## src/arp_regs.svh

```systemverilog
// timing counts, field positions and reset values of the result read-out port
`ifndef ARP_REGS_SVH
`define ARP_REGS_SVH

`define ARP_MCLK_NS 50
`define ARP_US_NS 1000
`define ARP_STEP_US 4
`define ARP_NUM_CH 6
`define ARP_WORD_W 16
`define ARP_ACC_W 22
`define ARP_OS_MAX 3'h6
`define ARP_RST_WORD 16'h0000
`define ARP_LAST_CH 3'h5
`define ARP_LAST_BIT 6'h0F
`define ARP_SY_W 10
`define ARP_SY_CS 0
`define ARP_SY_RD 1
`define ARP_SY_SCLK 2
`define ARP_SY_CVA 3
`define ARP_SY_CVB 4
`define ARP_SY_SER 5
`define ARP_SY_BYTE 6
`define ARP_SY_OS 7

`endif

```

## src/arp_pkg.sv

```systemverilog
// shared state types of the result read-out port
package arp_pkg;
    `include "arp_regs.svh"

    // read-out port states, one-hot
    typedef enum logic [2:0] {
        ARP_RD_IDLE = 3'b001,
        ARP_RD_PAR = 3'b010,
        ARP_RD_SER = 3'b100
    } arp_rd_state_t;

    // conversion engine states, one-hot
    typedef enum logic [1:0] {
        ARP_CV_IDLE = 2'b01,
        ARP_CV_BUSY = 2'b10
    } arp_cv_state_t;
endpackage

```

## src/arp_readout_port.sv

```systemverilog
// result read-out port: parallel, byte and serial access to six results
`timescale 1ns/1ns
`include "arp_regs.svh"
module arp_readout_port #(
    parameter int CONV_US_CYCLES = `ARP_US_NS / `ARP_MCLK_NS
) (
    // clock and reset
    input wire logic mclk,
    input wire logic rst,
    // host strobes, asynchronous pins
    input wire logic cs_n,
    input wire logic rd_n,
    input wire logic sclk,
    // host conversion control, asynchronous pins
    input wire logic conv_start_a,
    input wire logic conv_start_b,
    input wire logic [2:0] averaging_ratio_sel,
    // interface mode straps, asynchronous pins
    input wire logic serial_mode_sel,
    input wire logic byte_mode_sel,
    // analog front end samples
    input wire logic [`ARP_NUM_CH*`ARP_WORD_W-1:0] sample_flat,
    // parallel and byte result bus
    output logic [15:0] parallel_result_bus,
    output logic parallel_result_bus_oe_hi,
    output logic parallel_result_bus_oe_lo,
    // serial outputs
    output logic serial_out_a,
    output logic serial_out_b,
    output logic serial_oe,
    // first-word marker
    output logic first_word_flag,
    output logic first_word_flag_oe,
    // conversion status
    output logic busy
);
    import arp_pkg::*;

    localparam int SER_W = 3 * `ARP_WORD_W;

    // whole port state
    typedef struct packed {
        arp_rd_state_t st;
        logic [`ARP_SY_W-1:0] sy1;   // first synchroniser stage, read only by sy2
        logic [`ARP_SY_W-1:0] sy2;   // settled pin levels
        logic [`ARP_SY_W-1:0] sy3;   // previous settled levels for edges
        logic [2:0] ptr;             // next channel word to present
        logic half;                  // byte mode: low byte next
        logic byte_m;                // byte mode latched at select fall
        logic [5:0] bitcnt;          // serial clock falls seen in this frame
        logic [SER_W-1:0] sh_a;      // channels 1..3 shifted out on line a
        logic [SER_W-1:0] sh_b;      // channels 4..6 shifted out on line b
        logic [15:0] db;             // parallel bus data
        logic flag;                  // marker level
    } arp_rd_t;

    arp_rd_t rd_reg;
    arp_rd_t rd_next;

    // conversion engine wiring
    logic conv_go;
    logic [`ARP_NUM_CH*`ARP_WORD_W-1:0] result_flat;

    // pick one channel's word out of the result vector
    function automatic logic [15:0] word_of(input logic [`ARP_NUM_CH*`ARP_WORD_W-1:0] r,
                                            input logic [2:0] idx);
        word_of = r[idx*`ARP_WORD_W +: `ARP_WORD_W];
    endfunction

    // edge helpers on the settled stages only
    function automatic logic fell(input arp_rd_t s, input int b);
        fell = s.sy3[b] & ~s.sy2[b];
    endfunction

    function automatic logic rose(input arp_rd_t s, input int b);
        rose = ~s.sy3[b] & s.sy2[b];
    endfunction

    // a start on either pin, ignored by the engine while busy
    assign conv_go = rose(rd_reg, `ARP_SY_CVA) | rose(rd_reg, `ARP_SY_CVB);

    // conversion engine
    arp_conv_core #(
        .US_CYCLES(CONV_US_CYCLES)
    ) u_core (
        .mclk(mclk),
        .rst(rst),
        .start(conv_go),
        .os_sel(rd_reg.sy2[`ARP_SY_OS +: 3]),
        .sample_flat(sample_flat),
        .busy(busy),
        .result_flat(result_flat)
    );

    // next-state logic of the host port
    always_comb begin
        logic cs_fall;
        logic cs_rise;
        logic rd_fall;
        logic [15:0] w;
        logic [15:0] w0;
        cs_fall = fell(rd_reg, `ARP_SY_CS);
        cs_rise = rose(rd_reg, `ARP_SY_CS);
        rd_fall = fell(rd_reg, `ARP_SY_RD);
        w = word_of(result_flat, rd_reg.ptr);
        w0 = word_of(result_flat, 3'h0); // first channel, for tied strobes
        rd_next = rd_reg;
        // two-stage synchroniser, then one more stage for edge finding
        rd_next.sy1 = {averaging_ratio_sel, byte_mode_sel, serial_mode_sel,
                       conv_start_b, conv_start_a, sclk, rd_n, cs_n};
        rd_next.sy2 = rd_reg.sy1;
        rd_next.sy3 = rd_reg.sy2;
        unique case (rd_reg.st)
            ARP_RD_IDLE: begin
                if (cs_fall) begin
                    if (rd_reg.sy2[`ARP_SY_SER]) begin
                        // serial: load both lines, first bit at once
                        rd_next.st = ARP_RD_SER;
                        rd_next.sh_a = {word_of(result_flat, 3'h0), word_of(result_flat, 3'h1),
                                        word_of(result_flat, 3'h2)};
                        rd_next.sh_b = {word_of(result_flat, 3'h3), word_of(result_flat, 3'h4),
                                        word_of(result_flat, 3'h5)};
                        rd_next.bitcnt = 6'h00;
                        rd_next.flag = 1'b1;
                    end else begin
                        rd_next.st = ARP_RD_PAR;
                        rd_next.byte_m = rd_reg.sy2[`ARP_SY_BYTE];
                        rd_next.half = 1'b0;
                        if (rd_fall) begin
                            // tied strobes: this fall is also the first read
                            rd_next.ptr = 3'h1;
                            rd_next.flag = 1'b1;
                            if (rd_reg.sy2[`ARP_SY_BYTE]) begin
                                rd_next.db = {8'h00, w0[15:8]};
                                rd_next.ptr = 3'h0;
                                rd_next.half = 1'b1;
                            end else begin
                                rd_next.db = word_of(result_flat, 3'h0);
                            end
                        end else begin
                            // separate strobes: marker low until the first read
                            rd_next.ptr = 3'h0;
                            rd_next.flag = 1'b0;
                            rd_next.db = `ARP_RST_WORD;
                        end
                    end
                end
            end
            ARP_RD_PAR: begin
                if (cs_rise) begin
                    // select rise ends the access for tied or separate strobes
                    rd_next.st = ARP_RD_IDLE;
                end else if (rd_fall) begin
                    rd_next.flag = (rd_reg.ptr == 3'h0);
                    if (rd_reg.byte_m) begin
                        // high byte first, then low byte of the same channel
                        rd_next.db = {8'h00, rd_reg.half ? w[7:0] : w[15:8]};
                        rd_next.half = ~rd_reg.half;
                        if (rd_reg.half) begin
                            rd_next.ptr = (rd_reg.ptr == `ARP_LAST_CH) ? 3'h0
                                                                      : rd_reg.ptr + 3'h1;
                        end
                    end else begin
                        rd_next.db = w;
                        // wraps to channel one after the sixth word
                        rd_next.ptr = (rd_reg.ptr == `ARP_LAST_CH) ? 3'h0 : rd_reg.ptr + 3'h1;
                    end
                end
            end
            ARP_RD_SER: begin
                if (cs_rise) begin
                    rd_next.st = ARP_RD_IDLE;
                end else begin
                    // new bit on each rising edge of the host clock
                    if (rose(rd_reg, `ARP_SY_SCLK)) begin
                        rd_next.sh_a = {rd_reg.sh_a[SER_W-2:0], 1'b0};
                        rd_next.sh_b = {rd_reg.sh_b[SER_W-2:0], 1'b0};
                    end
                    // count falls; marker drops after the sixteenth
                    if (fell(rd_reg, `ARP_SY_SCLK)) begin
                        rd_next.bitcnt = (rd_reg.bitcnt == 6'h3F) ? rd_reg.bitcnt
                                                                 : rd_reg.bitcnt + 6'h01;
                        if (rd_reg.bitcnt == `ARP_LAST_BIT) begin
                            rd_next.flag = 1'b0;
                        end
                    end
                end
            end
            default: begin
                // illegal code: park and release all pins
                rd_next.st = ARP_RD_IDLE;
            end
        endcase
    end

    // state register; select and read rest high, sclk low, so no false edge after reset
    always_ff @(posedge mclk) begin
        if (rst) begin
            rd_reg <= '{st: ARP_RD_IDLE, sy1: 10'h003, sy2: 10'h003, sy3: 10'h003,
                        db: `ARP_RST_WORD, default: '0};
        end else begin
            rd_reg <= rd_next;
        end
    end

    // pin drivers; the enables follow state so release is on the third clock edge after select rise
    assign parallel_result_bus = rd_reg.db;
    assign parallel_result_bus_oe_lo = (rd_reg.st == ARP_RD_PAR);
    assign parallel_result_bus_oe_hi = (rd_reg.st == ARP_RD_PAR) & ~rd_reg.byte_m;
    assign serial_out_a = rd_reg.sh_a[SER_W-1];
    assign serial_out_b = rd_reg.sh_b[SER_W-1];
    assign serial_oe = (rd_reg.st == ARP_RD_SER);
    assign first_word_flag = rd_reg.flag;
    assign first_word_flag_oe = (rd_reg.st != ARP_RD_IDLE);
endmodule

```

## src/arp_conv_core.sv

```systemverilog
// conversion engine: simultaneous snapshot, averaging and busy timing
`timescale 1ns/1ns
`include "arp_regs.svh"
module arp_conv_core #(
    parameter int US_CYCLES = `ARP_US_NS / `ARP_MCLK_NS
) (
    // clock and reset
    input wire logic mclk,
    input wire logic rst,
    // control from the read-out port
    input wire logic start,
    input wire logic [2:0] os_sel,
    // front end samples, same clock domain
    input wire logic [`ARP_NUM_CH*`ARP_WORD_W-1:0] sample_flat,
    // status and results
    output logic busy,
    output logic [`ARP_NUM_CH*`ARP_WORD_W-1:0] result_flat
);
    import arp_pkg::*;

    localparam logic [15:0] STEP_LEN = 16'(US_CYCLES * `ARP_STEP_US);

    // refuse rates that overflow the 16-bit busy counter, at elaboration
    if (US_CYCLES < 1 || US_CYCLES * 256 > 65535) begin
        $error("arp_conv_core: US_CYCLES out of range");
    end

    // whole engine state
    typedef struct packed {
        arp_cv_state_t st;
        logic [15:0] cnt;      // cycles since start
        logic [15:0] len;      // busy length of this conversion
        logic [15:0] step;     // cycles since last snapshot
        logic [6:0] left;      // snapshots still to add
        logic [2:0] os;        // ratio latched at start
        logic [`ARP_NUM_CH-1:0][`ARP_ACC_W-1:0] acc;
        logic [`ARP_NUM_CH*`ARP_WORD_W-1:0] res;
    } arp_cv_t;

    arp_cv_t cv_reg;
    arp_cv_t cv_next;

    // sign-extend one channel's sample to accumulator width
    function automatic logic [`ARP_ACC_W-1:0] sext(input logic [`ARP_WORD_W-1:0] v);
        sext = {{(`ARP_ACC_W-`ARP_WORD_W){v[`ARP_WORD_W-1]}}, v};
    endfunction

    // next-state logic
    always_comb begin
        logic signed [`ARP_ACC_W-1:0] avg;
        avg = '0;
        cv_next = cv_reg;
        unique case (cv_reg.st)
            ARP_CV_IDLE: begin
                // a start while busy is never seen here, which caps the rate
                if (start) begin
                    cv_next.st = ARP_CV_BUSY;
                    // unused code 111 falls back to no averaging
                    cv_next.os = (os_sel > `ARP_OS_MAX) ? 3'h0 : os_sel;
                    // shift amount taken as int: a 3-bit sum would wrap at ratio 64
                    cv_next.len = 16'((US_CYCLES << (int'(cv_next.os) + 2)) - US_CYCLES);
                    cv_next.cnt = 16'h0000;
                    cv_next.step = 16'h0000;
                    cv_next.left = 7'((1 << cv_next.os) - 1);
                    // every channel caught in the same cycle
                    for (int i = 0; i < `ARP_NUM_CH; i++) begin
                        cv_next.acc[i] = sext(sample_flat[i*`ARP_WORD_W +: `ARP_WORD_W]);
                    end
                end
            end
            ARP_CV_BUSY: begin
                cv_next.cnt = cv_reg.cnt + 16'h0001;
                cv_next.step = cv_reg.step + 16'h0001;
                // one more snapshot per conversion step while averaging
                if (cv_reg.step == STEP_LEN - 16'h0001) begin
                    cv_next.step = 16'h0000;
                    if (cv_reg.left != 7'h00) begin
                        cv_next.left = cv_reg.left - 7'h01;
                        for (int i = 0; i < `ARP_NUM_CH; i++) begin
                            cv_next.acc[i] = cv_reg.acc[i]
                                + sext(sample_flat[i*`ARP_WORD_W +: `ARP_WORD_W]);
                        end
                    end
                end
                // end of conversion: publish all six averages at once
                if (cv_reg.cnt == cv_reg.len - 16'h0001) begin
                    cv_next.st = ARP_CV_IDLE;
                    for (int i = 0; i < `ARP_NUM_CH; i++) begin
                        avg = $signed(cv_reg.acc[i]) >>> cv_reg.os;
                        cv_next.res[i*`ARP_WORD_W +: `ARP_WORD_W] = avg[`ARP_WORD_W-1:0];
                    end
                end
            end
            default: begin
                cv_next.st = ARP_CV_IDLE;
            end
        endcase
    end

    // state register
    always_ff @(posedge mclk) begin
        if (rst) begin
            cv_reg <= '{st: ARP_CV_IDLE, default: '0};
        end else begin
            cv_reg <= cv_next;
        end
    end

    // busy straight from state, results from flip-flops
    assign busy = (cv_reg.st == ARP_CV_BUSY);
    assign result_flat = cv_reg.res;
endmodule

```

## config.mk

```make
export PLATFORM = sky130hd
export DESIGN_NAME = arp_readout_port
export DESIGN_NICKNAME = d
export VERILOG_FILES = /design/src/arp_pkg.sv /design/src/arp_readout_port.sv /design/src/arp_conv_core.sv
export VERILOG_INCLUDE_DIRS = /design/src
export SDC_FILE = /design/constraint.sdc
export NUM_CORES = 2
export LEC_CHECK = 0
export ABC_AREA = 1
export BUFFER_PORTS_ARGS = -buffer_cell sky130_fd_sc_hd__buf_2
export CAP_MARGIN = 20
export CORE_MARGIN = 2
export CORE_UTILIZATION = 45
export CTS_BUF_LIST = sky130_fd_sc_hd__clkbuf_8
export CTS_CLUSTER_DIAMETER = 80
export DETAILED_ROUTE_END_ITERATION = 12
export GPL_ROUTABILITY_DRIVEN = 0
export PLACE_DENSITY = 0.64
export SLEW_MARGIN = 20
export SYNTH_ARGS = -nofsm -noshare
export SYNTH_HDL_FRONTEND = slang
export SYNTH_SLANG_ARGS = --single-unit
```

## constraint.sdc

```tcl
create_clock -name mclk -period 2.2 [get_ports mclk]
set_input_delay 0.44 -clock mclk [delete_from_list [all_inputs] [get_ports mclk]]
set_output_delay 0.44 -clock mclk [all_outputs]
set_load 0.01 [all_outputs]
```

==> out/qor.yml <==
clkLatencyLatePin_ns: 0.72
grt_pass1_wl_mm: 158
cts_max_path_buffers: 3
ios: 132
clock-sinks: 438
cts_tree: "built"
synth_cells: 4838
yosysTopAreaCell: "dfxtp_1"
hp-start: "sample_flat[69]"
rsz0062_at_grt: "true"
synth-edff-count: 0
async_reset_ff_frac: 0
hold_class: "input pin to flip-flop"
ys.flop_type: "dfxtp_1"
max-vdd-ir-drop_uv: 439
pwr_density_cell_nw_per_um2: 637
final_area_um2: 36600
fmax_ghz: 0.468
rows: 95
syn_to_final_growth_pct: 20.7
wl_mm: 105
cp_data_required_time_ns: 1.76
netlist-cell-type-count: 50
die_h_um: 264
vias: 33700
synth.top_cell.area_share: 0.289
holdWs_ns: 0.0351
viasPerCell: 5.56
largest_reg_flops: 190
min_to: "u_core.cv_reg[189]$_SDFFE_PP0P_"
track_usage: 0.275
ys_seq_area_frac: 0.289
setup-violations-final: 0
layout_commonest_cell: "nand2_1"
ys_seq_elements: 438
worst_pin_slew_ns: 0.668
fin_util: 0.547
tns_ns: 0
wire_per_inst_um: 17.3
htreeDepth: 3
clkSlewWorstSetupHoldPaths_ns: 0.07
fin_crit_sh: 0.972
reg2reg_setup_slack_ns: 0.09
root_buffer: "clkbuf_8"
post_dp_cell_area_um2: 33300
endpoint_kind: "output pin"
fin_crit_ns: 2.14
synth_area_leaders: "dfxtp_1, nand2_1, o21ai_0, a21oi_1, nor2_1"
antenna_found_initial: 4
reg2reg_from: "u_core.cv_reg[257]$_SDFFE_PP0P_"
ant_nets: 0
mostFrequentLayoutCells: "nand2_1, o21ai_0, a21oi_1, inv_1, nor2_1"
fp.dieW_um: 264
cp.arrival_ns: 1.70
fp.coreArea_um2: 66900
io_buffer_count: 131
crit_type: "flip-flop to output pin"
critPathLaunchType: "flip-flop"
drive_gt1_frac: 0.138
fin_worst_skew_ns: 0.0502
drc: 0
die-area_um2: 69500
fill_cells: 6662
synth_area_um2: 30300
status: "finished, final reports clean"
dr.pass1.iters: 6
grt_max_degree: 121
worstReg2RegEnd: "u_core.result_flat[28]$_SDFFE_PP0P_"
grt_pass1_vias: 30000
slew_headroom: 0.554
ys_warn_count: 0
start_util: 0.453
crit_fanout: 4
syn_avg_cell_area_um2: 6.27
slew_viol_final: 0
dpl.hpwl_mm: 70.8
drv_cap: 0
finalHoldViolCount: 0
synth_fp_nets: 5087
worstHoldPathCells: 3
p_leak_nw: 16.6
drtIter0Drc: 3036
worstRegToRegCells: 15
layout.nets: 5359
gr-total-overflow: 0
cts_buffers: 83
## worst max path at each step
stage / startpoint / depth (start not counted) / end
5_1_grt: u_core.cv_reg[259]$_SDFFE_PP0P_ / 14 / u_core.result_flat[28]$_SDFFE_PP0P_
2_1_floorplan: sample_flat[32] / 11 / u_core.cv_reg[158]$_SDFFE_PP0P_
3_3_place_gp: sample_flat[32] / 12 / u_core.cv_reg[158]$_SDFFE_PP0P_
6_report: rd_reg[156]$_SDFFE_PP0P_ / 5 / parallel_result_bus_oe_lo
4_1_cts: u_core.cv_reg[257]$_SDFFE_PP0P_ / 15 / u_core.result_flat[73]$_SDFFE_PP0P_
3_5_place_dp: sample_flat[32] / 12 / u_core.cv_reg[154]$_SDFFE_PP0P_
## routing by layer
layer / global-route usage / part of all wire / vias to the layer above
met5: 0 / 0.00011 / -
met1: 0.380 / 0.46 / 15500
met3: 0.0335 / 0.066 / 168
met2: 0.450 / 0.45 / 1111
li1: - / - / 16900
met4: 0.0820 / 0.026 / 2
## synthesized netlist by cell type (all sizes together), types with 48 or more instances
master	instances
nand2	1116
ha	135
buf	81
o22ai	129
clkbuf	192
dfxtp	438
o21ai	533
a21oi	486
nand3	345
inv	472
a31oi	63
nand4	48
nor2	487
## repair_timing
action	4_1_cts	5_1_grt
gates resized for setup	19	163
buffers inserted	5	6
pin swaps	3	25
gates cloned	1	24
endpoints found under the hold margin	34	0
endpoints found under the setup margin	77	249
hold buffers	34	0
## where the power goes
group | internal (W) | total (W) | switching (W)
logic | 0.00222 | 0.00574 | 0.00352
registers | 0.00829 | 0.00866 | 0.000365
clock network | 0.00490 | 0.00890 | 0.00400
total | 0.0154 | 0.0233 | 0.00789
## critical path, stage by stage (launching register included)
cell        delay (ns)
dfxtp_2           0.37
inv_2             0.07
nand3_4           0.08
buf_8             0.13
clkinvlp_4        0.14
buf_2             0.18
## kinds of logic (layout without fill, tap and decap cells)
kind of cell	count (synthesis)	after routing	share of synthesized area
AND/OR/NAND/NOR	2078	2081	0.284
adder cells (fa/ha/maj)	141	141	0.0597
XOR/XNOR	57	57	0.0165
flip-flops	438	438	0.289
buffers and inverters	747	1081	0.0987
other	0	2	0
multiplexers	31	31	0.0102
AO/OA/AOI/OAI	1346	1346	0.242
## area by class of cell
type | count | area [µm²] | share of cell area
timing repair inverter | 1 | 7.51 | 0.000205
multi-input combinational | 3656 | 19100 | 0.521
clock inverter | 36 | 269 | 0.00735
antenna | 2 | 5.00 | 0.000137
timing repair buffer | 456 | 4020 | 0.110
tap | 873 | 1090 | 0.0298
inverter | 474 | 1800 | 0.0491
clock buffer | 114 | 1570 | 0.0429
sequential | 438 | 8790 | 0.240
## stage by stage
step	setup slack, ns	power, W	cells
final	0.0626	0.0233	6050
after global routing	-0.0561	0.0245	6050
after CTS	0.00294	0.0231	6018
after detailed placement	-0.262	0.0141	5828
after global placement	-0.245	0.0141	5828
after floorplan	0.0316	0.0122	4838
No activity file was read; power rests on OpenSTA's default activity.
